`src/art_pkg.sv`:
```
package art_pkg;

// Operation
// - high byte rolling 0xFF to 0x00 sets high_overflow_flag; in 16-bit mode on 0xFFFF wrap
// - with timer interrupt enabled, a set high_overflow_flag requests an interrupt
// - low byte rolling 0xFF to 0x00 sets low_overflow_flag in every mode
// - hardware never clears either overflow flag; software clears them by writes
// - low_irq_enable plus timer interrupt enable makes low overflows request interrupts
// - lfo_capture_enable plus interrupt enable requests interrupt on each oscillator falling edge
// - capture mode copies high:low count into reload high:low on oscillator falling edge
// - split_mode_select bit 3: 0 one 16-bit counter, 1 two 8-bit counters
// - run_control enables counting; in split mode it gates only the high byte
// - control bit 1 reads zero and ignores writes
// - external_clock_select: 0 system_clock/12, 1 synchronised external oscillator/8
// - in split mode per-byte clock selects pick system_clock or that selected clock
// - two 8-bit read/write reload registers hold reload low and high bytes
// - read/write low count register: low byte in 16-bit mode, low counter in split
// - control register is bit-addressable as well as byte-writable
// - 16-bit wrap from 0xFFFF loads the reload pair into the counter
// - in split mode each byte reloads from its own reload register on overflow
// - byte clock select 1 counts on system_clock, 0 uses the selected slow clock
// - capture mode falling edge also sets high_overflow_flag

// ---------------------------------------------------------------
// register map
// ---------------------------------------------------------------
localparam logic [7:0] ART_ADDR_CONTROL = 8'hc8;
localparam logic [7:0] ART_ADDR_RELOAD_LOW = 8'hca;
localparam logic [7:0] ART_ADDR_RELOAD_HIGH = 8'hcb;
localparam logic [7:0] ART_ADDR_COUNT_LOW = 8'hcc;
localparam logic [7:0] ART_ADDR_COUNT_HIGH = 8'hcd;

// ---------------------------------------------------------------
// control fields
// ---------------------------------------------------------------
localparam logic [2:0] ART_BIT_HIGH_FLAG = 3'h7;
localparam logic [2:0] ART_BIT_LOW_FLAG = 3'h6;
localparam logic [2:0] ART_BIT_LOW_IRQ_EN = 3'h5;
localparam logic [2:0] ART_BIT_CAPTURE_EN = 3'h4;
localparam logic [2:0] ART_BIT_SPLIT = 3'h3;
localparam logic [2:0] ART_BIT_RUN = 3'h2;
localparam logic [2:0] ART_BIT_UNUSED = 3'h1;
localparam logic [2:0] ART_BIT_XCLK = 3'h0;
localparam logic [7:0] ART_CONTROL_WMASK = 8'hfd;
localparam logic [7:0] ART_RESET_VALUE = 8'h00;
localparam logic [7:0] ART_BYTE_MAX = 8'hff;

// ---------------------------------------------------------------
// clock dividers
// ---------------------------------------------------------------
localparam int ART_DIV_SYS = 12;
localparam int ART_DIV_EXT = 8;
localparam logic [3:0] ART_DIV_SYS_LAST = 4'(ART_DIV_SYS - 1);
localparam logic [2:0] ART_DIV_EXT_LAST = 3'(ART_DIV_EXT - 1);

endpackage

```
`src/art_tick_if.sv`:
```
`timescale 1ns/1ps
interface art_tick_if;
    logic div_sys_tick;
    logic div_ext_tick;
    logic lfo_fall;
    modport tick_src (output div_sys_tick, output div_ext_tick);
    modport lfo_src (output lfo_fall);
    modport dst (input div_sys_tick, input div_ext_tick, input lfo_fall);
endinterface

```
`src/art_lfo_sync.sv`:
```
`timescale 1ns/1ps
module art_lfo_sync (
    input wire logic sys_clk,
    input wire logic reset,
    input wire logic lfo_in,
    art_tick_if.lfo_src tick
);
    logic lfo_meta;
    logic lfo_sync;
    logic lfo_prev;

    // ---------------------------------------------------------------
    // two-flop synchroniser and falling edge pulse
    // ---------------------------------------------------------------
    always_ff @(posedge sys_clk) begin
        if (reset) begin
            lfo_meta <= 1'b0;
            lfo_sync <= 1'b0;
            lfo_prev <= 1'b0;
            tick.lfo_fall <= 1'b0;
        end else begin
            lfo_meta <= lfo_in;
            lfo_sync <= lfo_meta;
            lfo_prev <= lfo_sync;
            tick.lfo_fall <= lfo_prev && !lfo_sync;
        end
    end
endmodule

```
`src/art_prescale.sv`:
```
`timescale 1ns/1ps
module art_prescale (
    input wire logic sys_clk,
    input wire logic reset,
    input wire logic ext_osc_in,
    art_tick_if.tick_src tick
);
    logic [3:0] sys_div;
    logic [2:0] ext_div;
    logic ext_meta;
    logic ext_sync;
    logic ext_prev;

    // ---------------------------------------------------------------
    // system clock divided by 12
    // ---------------------------------------------------------------
    always_ff @(posedge sys_clk) begin
        if (reset) begin
            sys_div <= 4'h0;
            tick.div_sys_tick <= 1'b0;
        end else begin
            tick.div_sys_tick <= (sys_div == art_pkg::ART_DIV_SYS_LAST);
            sys_div <= (sys_div == art_pkg::ART_DIV_SYS_LAST) ? 4'h0 : sys_div + 4'h1;
        end
    end

    // ---------------------------------------------------------------
    // external oscillator synchroniser and divide by 8
    // ---------------------------------------------------------------
    always_ff @(posedge sys_clk) begin
        if (reset) begin
            ext_meta <= 1'b0;
            ext_sync <= 1'b0;
            ext_prev <= 1'b0;
        end else begin
            ext_meta <= ext_osc_in;
            ext_sync <= ext_meta;
            ext_prev <= ext_sync;
        end
    end

    always_ff @(posedge sys_clk) begin
        if (reset) begin
            ext_div <= 3'h0;
            tick.div_ext_tick <= 1'b0;
        end else begin
            tick.div_ext_tick <= 1'b0;
            if (ext_sync && !ext_prev) begin
                ext_div <= ext_div + 3'h1;
                tick.div_ext_tick <= (ext_div == art_pkg::ART_DIV_EXT_LAST);
            end
        end
    end
endmodule

```
`src/art_timer.sv`:
```
`timescale 1ns/1ps
module art_timer (
    input wire logic sys_clk,
    input wire logic reset,
    input wire logic [7:0] sfr_addr,
    input wire logic sfr_wr,
    input wire logic [7:0] sfr_wdata,
    input wire logic sfr_rd,
    input wire logic sfr_bit_wr,
    input wire logic [7:0] sfr_bit_addr,
    input wire logic sfr_bit_value,
    input wire logic timer_irq_enable,
    input wire logic high_byte_clock_select,
    input wire logic low_byte_clock_select,
    input wire logic ext_osc_in,
    input wire logic lfo_in,
    output logic [7:0] sfr_rdata,
    output logic timer_irq
);

    // ---------------------------------------------------------------
    // helpers
    // ---------------------------------------------------------------
    function automatic logic art_at_max(input logic [7:0] value);
        art_at_max = (value == art_pkg::ART_BYTE_MAX);
    endfunction

    function automatic logic art_hit(input logic strobe, input logic [7:0] addr,
                                     input logic [7:0] target);
        art_hit = strobe && (addr == target);
    endfunction

    // ---------------------------------------------------------------
    // state
    // ---------------------------------------------------------------
    logic [7:0] control;
    logic [7:0] reload_low_byte;
    logic [7:0] reload_high_byte;
    logic [7:0] count_low_byte;
    logic [7:0] count_high_byte;
    logic [7:0] next_control;
    logic [7:0] next_count_low;
    logic [7:0] next_count_high;
    logic low_overflow;
    logic high_overflow;

    logic high_overflow_flag;
    logic low_overflow_flag;
    logic low_irq_enable;
    logic lfo_capture_enable;
    logic split_mode_select;
    logic run_control;
    logic external_clock_select;

    logic slow_tick;
    logic low_tick;
    logic high_tick;
    logic capture_event;
    logic wr_control;
    logic wr_reload_low;
    logic wr_reload_high;
    logic wr_count_low;
    logic wr_count_high;
    logic bit_wr_control;
    logic [2:0] bit_index;

    art_tick_if ticks ();

    // ---------------------------------------------------------------
    // clock sources
    // ---------------------------------------------------------------
    art_prescale u_prescale (
        .sys_clk(sys_clk),
        .reset(reset),
        .ext_osc_in(ext_osc_in),
        .tick(ticks.tick_src)
    );

    art_lfo_sync u_lfo_sync (
        .sys_clk(sys_clk),
        .reset(reset),
        .lfo_in(lfo_in),
        .tick(ticks.lfo_src)
    );

    // ---------------------------------------------------------------
    // control fields
    // ---------------------------------------------------------------
    assign high_overflow_flag = control[art_pkg::ART_BIT_HIGH_FLAG];
    assign low_overflow_flag = control[art_pkg::ART_BIT_LOW_FLAG];
    assign low_irq_enable = control[art_pkg::ART_BIT_LOW_IRQ_EN];
    assign lfo_capture_enable = control[art_pkg::ART_BIT_CAPTURE_EN];
    assign split_mode_select = control[art_pkg::ART_BIT_SPLIT];
    assign run_control = control[art_pkg::ART_BIT_RUN];
    assign external_clock_select = control[art_pkg::ART_BIT_XCLK];

    // ---------------------------------------------------------------
    // address decode
    // ---------------------------------------------------------------
    assign wr_control = art_hit(sfr_wr, sfr_addr, art_pkg::ART_ADDR_CONTROL);
    assign wr_reload_low = art_hit(sfr_wr, sfr_addr, art_pkg::ART_ADDR_RELOAD_LOW);
    assign wr_reload_high = art_hit(sfr_wr, sfr_addr, art_pkg::ART_ADDR_RELOAD_HIGH);
    assign wr_count_low = art_hit(sfr_wr, sfr_addr, art_pkg::ART_ADDR_COUNT_LOW);
    assign wr_count_high = art_hit(sfr_wr, sfr_addr, art_pkg::ART_ADDR_COUNT_HIGH);

    // bit addresses of the control register share its upper five bits
    assign bit_wr_control = sfr_bit_wr &&
        (sfr_bit_addr[7:3] == art_pkg::ART_ADDR_CONTROL[7:3]);
    assign bit_index = sfr_bit_addr[2:0];

    // ---------------------------------------------------------------
    // per-byte clock selection
    // ---------------------------------------------------------------
    assign slow_tick = external_clock_select ? ticks.div_ext_tick
                                             : ticks.div_sys_tick;
    assign low_tick = low_byte_clock_select ? 1'b1 : slow_tick;
    assign high_tick = high_byte_clock_select ? 1'b1 : slow_tick;

    assign capture_event = lfo_capture_enable && ticks.lfo_fall;

    // ---------------------------------------------------------------
    // counter next value
    // ---------------------------------------------------------------
    always_comb begin
        next_count_low = count_low_byte;
        next_count_high = count_high_byte;
        low_overflow = 1'b0;
        high_overflow = 1'b0;
        if (!split_mode_select) begin
            // one 16-bit counter clocked by the low byte select
            if (run_control && low_tick) begin
                if (art_at_max(count_low_byte)) begin
                    low_overflow = 1'b1;
                    if (art_at_max(count_high_byte)) begin
                        high_overflow = 1'b1;
                        next_count_low = reload_low_byte;
                        next_count_high = reload_high_byte;
                    end else begin
                        next_count_low = 8'h00;
                        next_count_high = count_high_byte + 8'h01;
                    end
                end else begin
                    next_count_low = count_low_byte + 8'h01;
                end
            end
        end else begin
            // low byte always runs in split mode
            if (low_tick) begin
                if (art_at_max(count_low_byte)) begin
                    low_overflow = 1'b1;
                    next_count_low = reload_low_byte;
                end else begin
                    next_count_low = count_low_byte + 8'h01;
                end
            end
            if (run_control && high_tick) begin
                if (art_at_max(count_high_byte)) begin
                    high_overflow = 1'b1;
                    next_count_high = reload_high_byte;
                end else begin
                    next_count_high = count_high_byte + 8'h01;
                end
            end
        end
        // a software write replaces the stepped value
        if (wr_count_low) begin
            next_count_low = sfr_wdata;
        end
        if (wr_count_high) begin
            next_count_high = sfr_wdata;
        end
    end

    always_ff @(posedge sys_clk) begin
        if (reset) begin
            count_low_byte <= art_pkg::ART_RESET_VALUE;
            count_high_byte <= art_pkg::ART_RESET_VALUE;
        end else begin
            count_low_byte <= next_count_low;
            count_high_byte <= next_count_high;
        end
    end

    // ---------------------------------------------------------------
    // control register
    // ---------------------------------------------------------------
    always_comb begin
        next_control = control;
        if (wr_control) begin
            next_control = sfr_wdata & art_pkg::ART_CONTROL_WMASK;
        end
        if (bit_wr_control && (bit_index != art_pkg::ART_BIT_UNUSED)) begin
            next_control[bit_index] = sfr_bit_value;
        end
        // hardware sets win over a clear in the same cycle; never cleared here
        if (high_overflow || capture_event) begin
            next_control[art_pkg::ART_BIT_HIGH_FLAG] = 1'b1;
        end
        if (low_overflow) begin
            next_control[art_pkg::ART_BIT_LOW_FLAG] = 1'b1;
        end
        next_control[art_pkg::ART_BIT_UNUSED] = 1'b0;
    end

    always_ff @(posedge sys_clk) begin
        if (reset) begin
            control <= art_pkg::ART_RESET_VALUE;
        end else begin
            control <= next_control;
        end
    end

    // ---------------------------------------------------------------
    // reload registers
    // ---------------------------------------------------------------
    always_ff @(posedge sys_clk) begin
        if (reset) begin
            reload_low_byte <= art_pkg::ART_RESET_VALUE;
            reload_high_byte <= art_pkg::ART_RESET_VALUE;
        end else if (capture_event) begin
            // capture takes the count as it stands before this edge
            reload_low_byte <= count_low_byte;
            reload_high_byte <= count_high_byte;
        end else begin
            if (wr_reload_low) begin
                reload_low_byte <= sfr_wdata;
            end
            if (wr_reload_high) begin
                reload_high_byte <= sfr_wdata;
            end
        end
    end

    // ---------------------------------------------------------------
    // interrupt request
    // ---------------------------------------------------------------
    always_ff @(posedge sys_clk) begin
        if (reset) begin
            timer_irq <= 1'b0;
        end else begin
            // capture sets the high flag, so it requests through the same term
            timer_irq <= timer_irq_enable &&
                (high_overflow_flag || (low_irq_enable && low_overflow_flag));
        end
    end

    // ---------------------------------------------------------------
    // read data
    // ---------------------------------------------------------------
    always_ff @(posedge sys_clk) begin
        if (reset) begin
            sfr_rdata <= 8'h00;
        end else if (sfr_rd) begin
            unique case (sfr_addr)
                art_pkg::ART_ADDR_CONTROL: begin
                    sfr_rdata <= control;
                end
                art_pkg::ART_ADDR_RELOAD_LOW: begin
                    sfr_rdata <= reload_low_byte;
                end
                art_pkg::ART_ADDR_RELOAD_HIGH: begin
                    sfr_rdata <= reload_high_byte;
                end
                art_pkg::ART_ADDR_COUNT_LOW: begin
                    sfr_rdata <= count_low_byte;
                end
                art_pkg::ART_ADDR_COUNT_HIGH: begin
                    sfr_rdata <= count_high_byte;
                end
                default: begin
                    sfr_rdata <= 8'h00;
                end
            endcase
        end
    end
endmodule

```
`config.mk`:
```
export PLATFORM = sky130hd
export DESIGN_NAME = art_timer
export DESIGN_NICKNAME = d
export VERILOG_FILES = /design/src/art_pkg.sv /design/src/art_tick_if.sv /design/src/art_lfo_sync.sv /design/src/art_prescale.sv /design/src/art_timer.sv
export SDC_FILE = /design/constraint.sdc
export NUM_CORES = 1
export LEC_CHECK = 0
export ABC_AREA = 1
export BUFFER_PORTS_ARGS = -buffer_cell sky130_fd_sc_hd__buf_4
export CORE_UTILIZATION = 40
export CTS_BUF_LIST = sky130_fd_sc_hd__clkbuf_8
export DETAILED_ROUTE_END_ITERATION = 6
export GPL_ROUTABILITY_DRIVEN = 0
export SETUP_SLACK_MARGIN = 0.02
export SKIP_LAST_GASP = 1
export SYNTH_ARGS = -nofsm -noshare
export SYNTH_HDL_FRONTEND = slang
export SYNTH_HIERARCHICAL = 1
export SYNTH_SLANG_ARGS = --single-unit
```
`constraint.sdc`:
```
create_clock -name sys_clk -period 1.7 [get_ports sys_clk]
set_input_delay 0.17 -clock sys_clk [delete_from_list [all_inputs] [get_ports sys_clk]]
set_output_delay 0.17 -clock sys_clk [all_outputs]
set_load 0.01 [all_outputs]
```
# After elaboration in Yosys (flattened, before gate mapping)
# Index checks and enable logic that the tools add are counted.
totals:
  word_cells: 104
  out_inout_bits: 9
  input_bits: 35
  regBits: 65
classes:
  n_addsub: 4
  order_cmp: 2
  n_mux: 37
  reduce_logical: 28
  eq_ne: 13
  n_bitwise: 1
op_table:
  columns: ["operator", "n"]
  rows:
  - ["$mux 8", 19]
  - ["$eq 8x8->1 const B", 7]
  - ["$pmux 8 s5", 1]
  - ["$add 8x1->8 const B", 2]
  - ["$logic_and 1x1->1", 15]
  - ["$mux 1", 15]
  - ["$ne 3x1->1 const B", 3]
  - ["$reduce_bool 3->1", 3]
  - ["$bwmux 8", 1]
  - ["$eq 5x5->1 const B", 1]
  - ["$add 4x1->4 const B", 1]
  - ["$eq 4x4->1 const B", 1]
  - ["$lt 3x4->1 const B", 1]
  - ["$reduce_bool 2->1", 2]
  - ["$reduce_or 2->1", 2]
  - ["$add 3x1->3 const B", 1]
  - ["$demux 1 s3", 1]
  - ["$eq 3x3->1 const B", 1]
  - ["$ge 3x1->1 const B", 1]
  - ["$reduce_and 3->1", 1]
  - ["$logic_not 1->1", 2]
  - ["$logic_or 1x1->1", 2]
  - ["$reduce_and 2->1", 1]
  - ["$not 1->1", 1]

# Logic depth before layout (Yosys ltp)
# Gate-level depths: netlist of the first run.
logic_depth:
  ltp_word: 7
  mapped_depth: 11
  ltp_nobuf: 11

# By module
# Netlist of the first run, hierarchy kept.
modules_own_cells:
  columns: ["mod", "seq_area_each_um2", "area_each_um2", "instances", "cells_each"]
  rows:
  - ["art_timer", 960.9, 3249.4, 1, 520]
  - ["art_prescale", 240.2, 461.7, 1, 53]
  - ["art_lfo_sync", 80.1, 115.1, 1, 12]

# Worst setup path after synthesis of the first run
# No wires, ideal clock.
synth_timing:
  kind: "register to register"
  startpoint: "register count_low_byte[0]"
  endpoint: "register count_high_byte[6]"
  t_arrival_ns: 1.364
  path_buffers: 0
  synth_period_minus_slack_ns: 1.481
  stages_incl_launch_ff: 11
  required_ns: 1.583
  setup_ns: 0.117
  path_slack_ns: 0.219
  path_cell_list: "dfxtp_1 > ha_1 > nand2_2 > nor2_2 > nand2_2 > inv_4 > nand3_4 > nand3_2 > inv_1 > nor2_1 > nor2_1"
synth_between:
  elab_chain_len: 3
synth_lines:
  columns: ["element", "line_no", "source"]
  rows:
  - ["start: declaration", "art_timer.sv:39", "logic [7:0] count_low_byte;"]
  - ["start signal: assignment", "art_timer.sv:176", "count_low_byte <= art_pkg::ART_RESET_VALUE;"]
  - ["start signal: assignment", "art_timer.sv:179", "count_low_byte <= next_count_low;"]
  - ["$eq 8x8->1", "art_timer.sv:25", "art_at_max = (value == art_pkg::ART_BYTE_MAX);"]
  - ["$reduce_bool 3->1 (no line)", null, null]
  - ["$reduce_and 3->1 (no line)", null, null]
  - ["end signal: assignment", "art_timer.sv:177", "count_high_byte <= art_pkg::ART_RESET_VALUE;"]
  - ["end signal: assignment", "art_timer.sv:180", "count_high_byte <= next_count_high;"]
  - ["end: declaration", "art_timer.sv:40", "logic [7:0] count_high_byte;"]
# No other way between the ends.
# A chain may end at the register's enable or synchronous reset.

# Worst setup path in the final report of the first run
layout_timing:
  startpoint: "register count_high_byte[0]"
  endpoint: "register count_low_byte[6]"
layout_between:
  elab_chain_len: 6
layout_lines:
  columns: ["element", "line_no", "source"]
  rows:
  - ["$eq 8x8->1", "art_timer.sv:25", null]
  - ["$mux 8", "art_timer.sv:134", "if (art_at_max(count_high_byte)) begin"]
  - ["$mux 8", "art_timer.sv:132", "if (art_at_max(count_low_byte)) begin"]
  - ["$mux 8", "art_timer.sv:131", "if (run_control && low_tick) begin"]
  - ["$mux 8", "art_timer.sv:129", "if (!split_mode_select) begin"]
  - ["$mux 8", "art_timer.sv:166", "if (wr_count_low) begin"]
# No other way between the ends. The select of a mux whose other input is x is not followed.

==> flow_summary.yaml, run 1 <==
status:
  outcome: "completed"
worst_setup_path:
  required_ns: 1.94
  r2r_cells: 9
  crit_fanout: 9
  start_kind: "flop"
  cp-startpoint: "count_high_byte[0]$_SDFFE_PP0P_"
  critPathCaptureType: "flop"
  reg2reg_from: "count_high_byte[0]$_SDFFE_PP0P_"
  crit_type: "reg -> reg"
  critPathArrivalTime_ns: 1.78
placed_design:
  port_buffers: 43
  place_area_um2: 4310
  dpl.hpwl_um: 8810
  dpl_worst_slack_ns: 0.0427
clocking:
  cts_buffers: 9
  cts_resized: 0
  cts.sinks: 64
  hold_buffers: 0
  cts_tree: "built"
  post_cts_buffers: 0
  clockRootBuffer: "clkbuf_8"
  clkTransAtPathRegs_ns: 0.08
  clk_latency_ns: 0.36
  h-tree-depth: 3
  clk_path_buf_depth: 2
timing:
  worst_slack_ns: 0.161
  setup-tns-final_ns: 0
  clock.fmax_mhz: 650
  slew_viol_final: 0
  rsz0062_at_grt: "no"
  period_share: 0.906
  finalClockSkew_ns: 0.0136
  worstMarginPinSlew_ns: 0.420
  hold_viol: 0
  slew_headroom: 0.720
  setup_viol: 0
  period_needed_ns: 1.54
synthesis:
  synth_warnings: 6
  async_reset_ff_frac: 0
  synth_flop_cell: "dfxtp_1"
  synth_area_leaders: "dfxtp_1, nand2_1, nand3_1"
  synth.avg_cell_area_um2: 6.54
  yosys-top-cells-count: "nand2_1, nor2_1, inv_1, dfxtp_1, nand3_1"
  yosysTopAreaCellShare: 0.335
  synth_top_area_cell: "dfxtp_1"
  syn_nets: 625
  syn_area_um2: 3830
  synthDistinctLibCells: 39
  netlist_instances: 585
  ys_ff_latch: 64
  ys_seq_area_frac: 0.335
  synth_edf_count: 0
  yosysMostFrequentCell: "nand2_1"
layout:
  design_area_um2: 4540
  drive_gt1_frac: 0.179
  multiInputGateArea_um2: 2150
  nets: 682
  synthToLayoutAreaGrowth_pct: 18.7
  antennaDiodeCount: 0
  area.sequential_um2: 1280
  nFillCells: 941
  fin_util: 0.492
floorplan:
  core_um2: 9240
  io_pins: 44
  dieArea_um2: 9960
  row_count: 35
  start_util: 0.414
  die_h_um: 99.8
  dieWidth_um: 99.8
routing:
  dr.pass1.iters: 5
  finalWirelength_um: 11300
  first_iter_violations: 255
  routedWlPerCell_um: 14.6
  drcViolationCount: 0
  vias: 4038
  vias_per_cell: 5.20
  ant_nets: 0
run:
  maxCapViolCount: 0
hold_path:
  min_from: "lfo_in"
  holdCritPathClass: "in -> reg"
  hold_path_depth: 3
power_and_ir_drop:
  leakagePower_nw: 1.93
  power-per-cell-area_nw_per_um2: 702
  ir_drop_mv: 0.421
  total_power_w: 0.00319
grt:
  grt.total_usage: 0.239
  grt_pass1_vias: 3748
  grt.overflow.total: 0
  grt_pass1_wl_um: 18300
  antenna_found_initial: 0
  grt_max_degree: 30
[worst paths after layout]
check	slack (ns)	to
max	0.16	count_low_byte[6]$_SDFFE_PP0P_
min	0.01	u_lfo_sync/lfo_meta$_SDFF_PP0_
max reg2reg	0.16	count_low_byte[6]$_SDFFE_PP0P_
min reg2reg	0.41	u_lfo_sync/lfo_sync$_SDFF_PP0_
[placed cells by master (no fill, tap or decap), types with 2 or more instances in the layout]
cell,n
clkinv_4,2
ha_1,4
nor2_4,6
inv_2,9
a21oi_1,52
nand3b_1,2
clkinv_2,2
nor2_2,2
dfxtp_2,2
clkbuf_8,9
o22ai_1,6
nand2_1,121
buf_4,58
nand3_4,2
nand3_2,2
inv_6,2
xnor2_1,2
a31oi_1,2
nand3_1,60
nand4_1,6
nor2_1,76
nand2_4,4
dfxtp_1,62
inv_1,70
o21ai_0,44
nand2_2,7
a22oi_1,8
xor2_1,3
nor3_1,10
[power breakdown]
group          leakage (nW)  internal, W  switching, W  total (W)
sequential            0.520      0.00152     0.0000155    0.00154
clock                 0.100     0.000690      0.000687    0.00138
combinational          1.31     0.000109      0.000162   0.000271
[logic make-up after synthesis]
| family | count (synthesis) | share of synthesized area |
|---|---|---|
| compound gates | 114 | 0.159 |
| xor+xnor | 5 | 0.0114 |
| fa+ha+maj | 5 | 0.0164 |
| buf+inv | 94 | 0.110 |
| flops | 64 | 0.335 |
| simple gates | 303 | 0.369 |
[area by class of cell]
cell class                 instances  share of cell area
inverter                          82              0.0686
multi-input combinational        427               0.473
sequential                        64               0.283
timing repair buffer              58              0.0959
clock buffer                       9              0.0273
clock inverter                     7              0.0171
tap                              129              0.0355
[sequential cells by signal (all words and copies together), names as in the netlist]
register / flops
u_prescale/tick.div_sys_tick: 1
u_prescale/sys_div: 4
u_prescale/ext_sync: 1
u_lfo_sync/lfo_meta: 1
u_lfo_sync/lfo_prev: 1
u_prescale/ext_prev: 1
u_lfo_sync/tick.lfo_fall: 1
reload_high_byte: 8
u_lfo_sync/lfo_sync: 1
count_high_byte: 8
u_prescale/tick.div_ext_tick: 1
u_prescale/ext_meta: 1
sfr_rdata: 8
timer_irq: 1
u_prescale/ext_div: 3
reload_low_byte: 8
control: 7
count_low_byte: 8
[metrics by stage]
| step | hold slack [ns] | cells |
|---|---|---|
| after floorplan | 0.236 | 585 |
| after global placement | 0.373 | 760 |
| after detailed placement | 0.380 | 760 |
| after CTS | 0.00918 | 776 |
| after global routing | 0.0185 | 776 |
| final | 0.0114 | 776 |
[critical path, cell delays in order, from the launching register on]
cell     delay [ns]
dfxtp_1        0.32
ha_1           0.22
nand2_1        0.15
nor2_4         0.06
nand2_4        0.15
nand2_2        0.13
nand2_1        0.10
nor2_1         0.04
nor3_1         0.21
nor2_1         0.06
[metal layers]
metal | up-vias | global-route usage | part of all wire
met5 | - | 0 | 0
met3 | 29 | 0.0411 | 0.053
li1 | 2020 | - | -
met4 | 0 | 0.0916 | 0.031
met2 | 142 | 0.407 | 0.47
met1 | 1847 | 0.301 | 0.45
No activity file was read; power rests on OpenSTA's default activity.
==> run 2: changes to the inputs <==
--- a/config.mk
+++ b/config.mk
@@ -7,10 +7,11 @@
 export LEC_CHECK = 0
 export ABC_AREA = 1
 export BUFFER_PORTS_ARGS = -buffer_cell sky130_fd_sc_hd__buf_4
-export CORE_UTILIZATION = 40
+export CORE_UTILIZATION = 61
 export CTS_BUF_LIST = sky130_fd_sc_hd__clkbuf_8
 export DETAILED_ROUTE_END_ITERATION = 6
 export GPL_ROUTABILITY_DRIVEN = 0
+export PLACE_DENSITY = 0.83
 export SETUP_SLACK_MARGIN = 0.02
 export SKIP_LAST_GASP = 1
 export SYNTH_ARGS = -nofsm -noshare
==> flow_summary.yaml, run 2 (synthesis results as in run 1) <==
status:
  outcome: "completed"
worst_setup_path:
  crit_fanout: 6
  start_kind: "flop"
  cp-startpoint: "count_low_byte[0]$_SDFFE_PP0P_"
  r2r_slack_ns: 0.11
  r2r_cells: 11
  critPathArrivalTime_ns: 1.87
  crit_type: "reg -> reg"
  reg2reg_from: "count_low_byte[0]$_SDFFE_PP0P_"
  cp_top_family: "simple AND/OR/NAND/NOR gates"
  worstSetupPathDepth: 11
  critPathCaptureType: "flop"
  cp_common_cell: "nor2_1"
  cp_slowest_cell: "dfxtp_2"
  worstPathCellList: "ha_2 > nand2_2 > nor2_4 > nand2_2 > inv_4 > nand3_4 > nand2_1 > nand2_1 > nor2_1 > nor2_1 > nor2_1"
  required_ns: 1.99
  cp-endpoint: "count_high_byte[5]$_SDFFE_PP0P_"
  crit_buf_inv: 1
  critPathMaxStageDelay_ns: 0.35
  r2r_end: "count_high_byte[5]$_SDFFE_PP0P_"
timing:
  hold_viol: 0
  period_needed_ns: 1.59
  clock.fmax_mhz: 630
  slew_viol_final: 0
  worstMarginPinSlew_ns: 0.474
  setup-tns-final_ns: 0
  slew_headroom: 0.682
  finalClockSkew_ns: 0.0126
  whs_ns: 0.0192
  rsz0062_at_grt: "no"
  period_share: 0.934
  setup_viol: 0
floorplan:
  start_util: 0.639
  dieWidth_um: 81.2
  die_h_um: 81.2
  row_count: 28
  io_pins: 44
  dieArea_um2: 6590
  core_um2: 5990
clocking:
  clk_latency_ns: 0.36
  post_cts_buffers: 0
  clk_path_buf_depth: 2
  clkTransAtPathRegs_ns: 0.08
  cts_buffers: 9
  h-tree-depth: 3
  cts.sinks: 64
  hold_buffers: 0
  cts_tree: "built"
  clockRootBuffer: "clkbuf_8"
power_and_ir_drop:
  switchingPower_w: 0.000810
  internal_power_w: 0.00238
  power-per-cell-area_nw_per_um2: 720
  p_seq_frac: 0.482
  ir_drop_mv: 0.583
  leakagePower_nw: 1.89
  comb_power_share: 0.084
  swShare: 0.254
  clock_power_share: 0.434
placed_design:
  port_buffers: 43
  dpl.hpwl_um: 8170
routing:
  ant_nets: 0
  routedWlPerCell_um: 15.4
  drcViolationCount: 0
  dr.pass1.iters: 5
  first_iter_violations: 610
  vias_per_cell: 5.84
  vias: 4171
  finalWirelength_um: 11000
layout:
  drive_gt1_frac: 0.175
  nFillCells: 483
  final_cell_mix: "nand2_1, nor2_1, inv_1"
  nets: 674
  final_common_cell: "nand2_1"
  synthToLayoutAreaGrowth_pct: 15.9
  antennaDiodeCount: 0
grt:
  grt_pass1_wl_um: 17400
  grt.total_usage: 0.352
  grt.overflow.total: 0
  antenna_found_initial: 0
  grt_max_degree: 27
  grt_pass1_vias: 3703
run:
  maxCapViolCount: 0
hold_path:
  holdCritPathClass: "in -> reg"
==> run 2: changes by cell type in the layout (fill, tap and decap cells not counted), sizes merged <==
cell	change
clkinv	-1
clkinvlp	+1
clkbuf	+2
inv	-2
buf	-8
==> run 2: power by group through the flow <==
stage	clock network (W)	registers, W	logic [W]
6_report	0.00139	0.00154	0.000268
5_1_grt	0.00144	0.00154	0.000296
4_1_cts	0.00138	0.00154	0.000266
3_5_place_dp	0	0.00157	0.000265
3_3_place_gp	0	0.00157	0.000258
2_1_floorplan	0	0.00158	0.000140
==> run 2: worst min-delay path: cells and delay by family <==
kind | cells | cell delay, ns
buffers and inverters | 2 | 0.11
and+or+nand+nor | 1 | 0.06
==> run 2: worst min path at each step <==
stage	startpoint	to	slack (ns)	cells after the start
2_1_floorplan	reset	u_lfo_sync/tick.lfo_fall$_SDFF_PP0_	0.24	1
3_3_place_gp	lfo_in	u_lfo_sync/lfo_meta$_SDFF_PP0_	0.37	3
3_5_place_dp	ext_osc_in	u_prescale/ext_meta$_SDFF_PP0_	0.38	3
4_1_cts	ext_osc_in	u_prescale/ext_meta$_SDFF_PP0_	0.02	3
5_1_grt	ext_osc_in	u_prescale/ext_meta$_SDFF_PP0_	0.02	3
6_report	ext_osc_in	u_prescale/ext_meta$_SDFF_PP0_	0.02	3
==> run 2: layout make-up <==
class / count / area [µm²] / share of cell area
inverters: 82 / 312 / 0.0702
well taps: 75 / 93.8 / 0.0212
multi-input cells: 427 / 2160 / 0.487
clock buffers: 11 / 151 / 0.0341
repair buffers: 50 / 375 / 0.0846
clock inverters: 5 / 55.1 / 0.0124
flip-flops and latches: 64 / 1290 / 0.290
==> run 2: metal layers <==
layer	routed length [µm]	up-vias	GRT usage
li1	-	2014	-
met1	4400	1833	0.437
met2	5030	272	0.576
met3	1070	52	0.0607
met4	469	0	0.191
met5	0	-	0
==> run 2: what timing repair did <==
| item | in CTS | in global routing |
|---|---|---|
| pin swaps | 0 | 1 |
| endpoints found under the setup margin | 1 | 14 |
| resized for setup | 1 | 16 |
==> run 2: stage by stage <==
step / worst slack [ns] / instance area, µm² / std cells / util / total power, W
floorplan: 0.219 / 3830 / 585 / - / 0.00172
global placement: 0.133 / 4190 / 698 / 0.699 / 0.00183
detailed placement: 0.0332 / 4190 / 698 / 0.699 / 0.00184
CTS: 0.0603 / 4390 / 714 / 0.733 / 0.00319
global route: 0.00588 / 4440 / 714 / 0.740 / 0.00328
finish: 0.112 / 4440 / 714 / 0.740 / 0.00319
==> run 3: changes to the inputs <==
--- a/config.mk
+++ b/config.mk
@@ -11,7 +11,7 @@
 export CTS_BUF_LIST = sky130_fd_sc_hd__clkbuf_8
 export DETAILED_ROUTE_END_ITERATION = 6
 export GPL_ROUTABILITY_DRIVEN = 0
-export PLACE_DENSITY = 0.83
+export PLACE_DENSITY = 0.88
 export SETUP_SLACK_MARGIN = 0.02
 export SKIP_LAST_GASP = 1
 export SYNTH_ARGS = -nofsm -noshare
==> flow_summary.yaml, run 3 (synthesis results as in run 1) <==
timing:
  worstMarginPinSlew_ns: 0.536
  rsz0062_at_grt: "yes"
  hold_viol: 0
  period_share: 0.976
  slew_viol_final: 0
  slew_headroom: 0.640
  setup-tns-final_ns: 0
  period_needed_ns: 1.66
  clock.fmax_mhz: 603
  finalClockSkew_ns: 0.00747
  setup_viol: 0
hold_path:
  holdCritPathClass: "in -> reg"
power_and_ir_drop:
  leakagePower_nw: 1.90
  total_power_w: 0.00333
  ir_drop_mv: 0.575
  power-per-cell-area_nw_per_um2: 745
worst_setup_path:
  critPathArrivalTime_ns: 1.89
  crit_fanout: 9
  cp_common_cell: "nand2_1"
  crit_buf_inv: 1
  required_ns: 1.93
  critPathCaptureType: "flop"
  start_kind: "flop"
  worstPathCellList: "nand2_1 > nor2_4 > nand2_2 > inv_2 > nand2_1 > nand3_1 > nand2_1 > nand2_1 > a21oi_1"
  critPathMaxStageDelay_ns: 0.53
  cp_slowest_cell: "dfxtp_1"
  cp_top_family: "simple AND/OR/NAND/NOR gates"
  crit_type: "reg -> reg"
routing:
  first_iter_violations: 601
  finalWirelength_um: 11300
  vias: 4214
  routedWlPerCell_um: 15.8
  vias_per_cell: 5.89
  drcViolationCount: 0
  ant_nets: 0
  dr.pass1.iters: 7
clocking:
  h-tree-depth: 3
  clk_latency_ns: 0.35
  clockRootBuffer: "clkbuf_8"
  clk_path_buf_depth: 2
  cts_tree: "built"
  cts.sinks: 64
  cts_buffers: 9
  clkTransAtPathRegs_ns: 0.07
floorplan:
  io_pins: 44
  dieWidth_um: 81.2
  dieArea_um2: 6590
  start_util: 0.639
  core_um2: 5990
  die_h_um: 81.2
  row_count: 28
run:
  maxCapViolCount: 0
layout:
  nets: 676
  drive_gt1_frac: 0.176
  synthToLayoutAreaGrowth_pct: 16.7
  area.sequential_um2: 1290
  final_cell_mix: "nand2_1, nor2_1, inv_1"
  nFillCells: 483
  multiInputGateArea_um2: 2150
  final_common_cell: "nand2_1"
  antennaDiodeCount: 0
grt:
  grt.overflow.total: 0
  grt_max_degree: 25
  grt_pass1_vias: 4016
  grt.total_usage: 0.369
  grt_pass1_wl_um: 18200
  antenna_found_initial: 0
placed_design:
  dpl.hpwl_um: 8220
  port_buffers: 43
status:
  outcome: "completed"
[run 3: cell types whose count changed in the layout (fill, tap and decap cells not counted), moves of 2 or more]
cell | before | now
buf_4 | 50 | 52
clkinv_2 | 3 | 1
clkinv_4 | 0 | 2
nand2_2 | 6 | 8
inv_1 | 69 | 71
[run 3: final timing paths]
| check | startpoint | end | slack (ns) | cells past startpoint |
|---|---|---|---|---|
| max | count_high_byte[2]$_SDFFE_PP0P_ | count_high_byte[0]$_SDFFE_PP0P_ | 0.04 | 9 |
| min | lfo_in | u_lfo_sync/lfo_meta$_SDFF_PP0_ | 0.02 | 3 |
| max reg2reg | count_high_byte[2]$_SDFFE_PP0P_ | count_high_byte[0]$_SDFFE_PP0P_ | 0.04 | 9 |
| min reg2reg | u_lfo_sync/lfo_meta$_SDFF_PP0_ | u_lfo_sync/lfo_sync$_SDFF_PP0_ | 0.41 | 2 |
[run 3: layer usage]
layer / share of wire / vias to the layer above / global-route usage / routed length (µm)
met5: 0 / - / 0 / 0
met3: 0.11 / 66 / 0.0944 / 1200
met4: 0.059 / 0 / 0.241 / 672
li1: - / 2011 / - / -
met1: 0.38 / 1840 / 0.422 / 4320
met2: 0.45 / 297 / 0.608 / 5110
[run 3: power by group]
part	total [W]	internal [W]	switching, W
registers	0.00154	0.00152	0.0000169
logic	0.000273	0.000110	0.000164
clock network	0.00152	0.000903	0.000615
total	0.00333	0.00253	0.000796
[run 3: repair_timing]
action	4_1_cts	5_1_grt
resized for setup	5	12
setup endpoints to repair	8	15
setup buffers	0	2
pin swaps	0	1
hold buffers	0	0
hold endpoints to repair	0	0
[run 3: layout make-up]
type                       instances  area share
clock buffer                      11      0.0339
clock inverter                     5      0.0179
inverter                          82      0.0703
multi-input combinational        427       0.480
sequential                        64       0.289
tap                               75      0.0210
timing repair buffer              52      0.0874
[run 3: stage by stage]
stage	instance area, µm²	setup WS [ns]	hold slack (ns)	std cells	utilization
floorplan	3830	0.219	0.236	585	-
global placement	4190	0.0937	0.374	698	0.699
CTS	4430	0.0389	0.0266	714	0.739
finish	4470	0.0407	0.0247	716	0.746
global route	4470	-0.0364	0.0269	716	0.746
detailed placement	4190	0.0107	0.386	698	0.699
[run 3: tightest hold or removal path: cells and delay by family]
kind | cells | cell delay [ns]
buffers and inverters | 2 | 0.10
and+or+nand+nor | 1 | 0.07
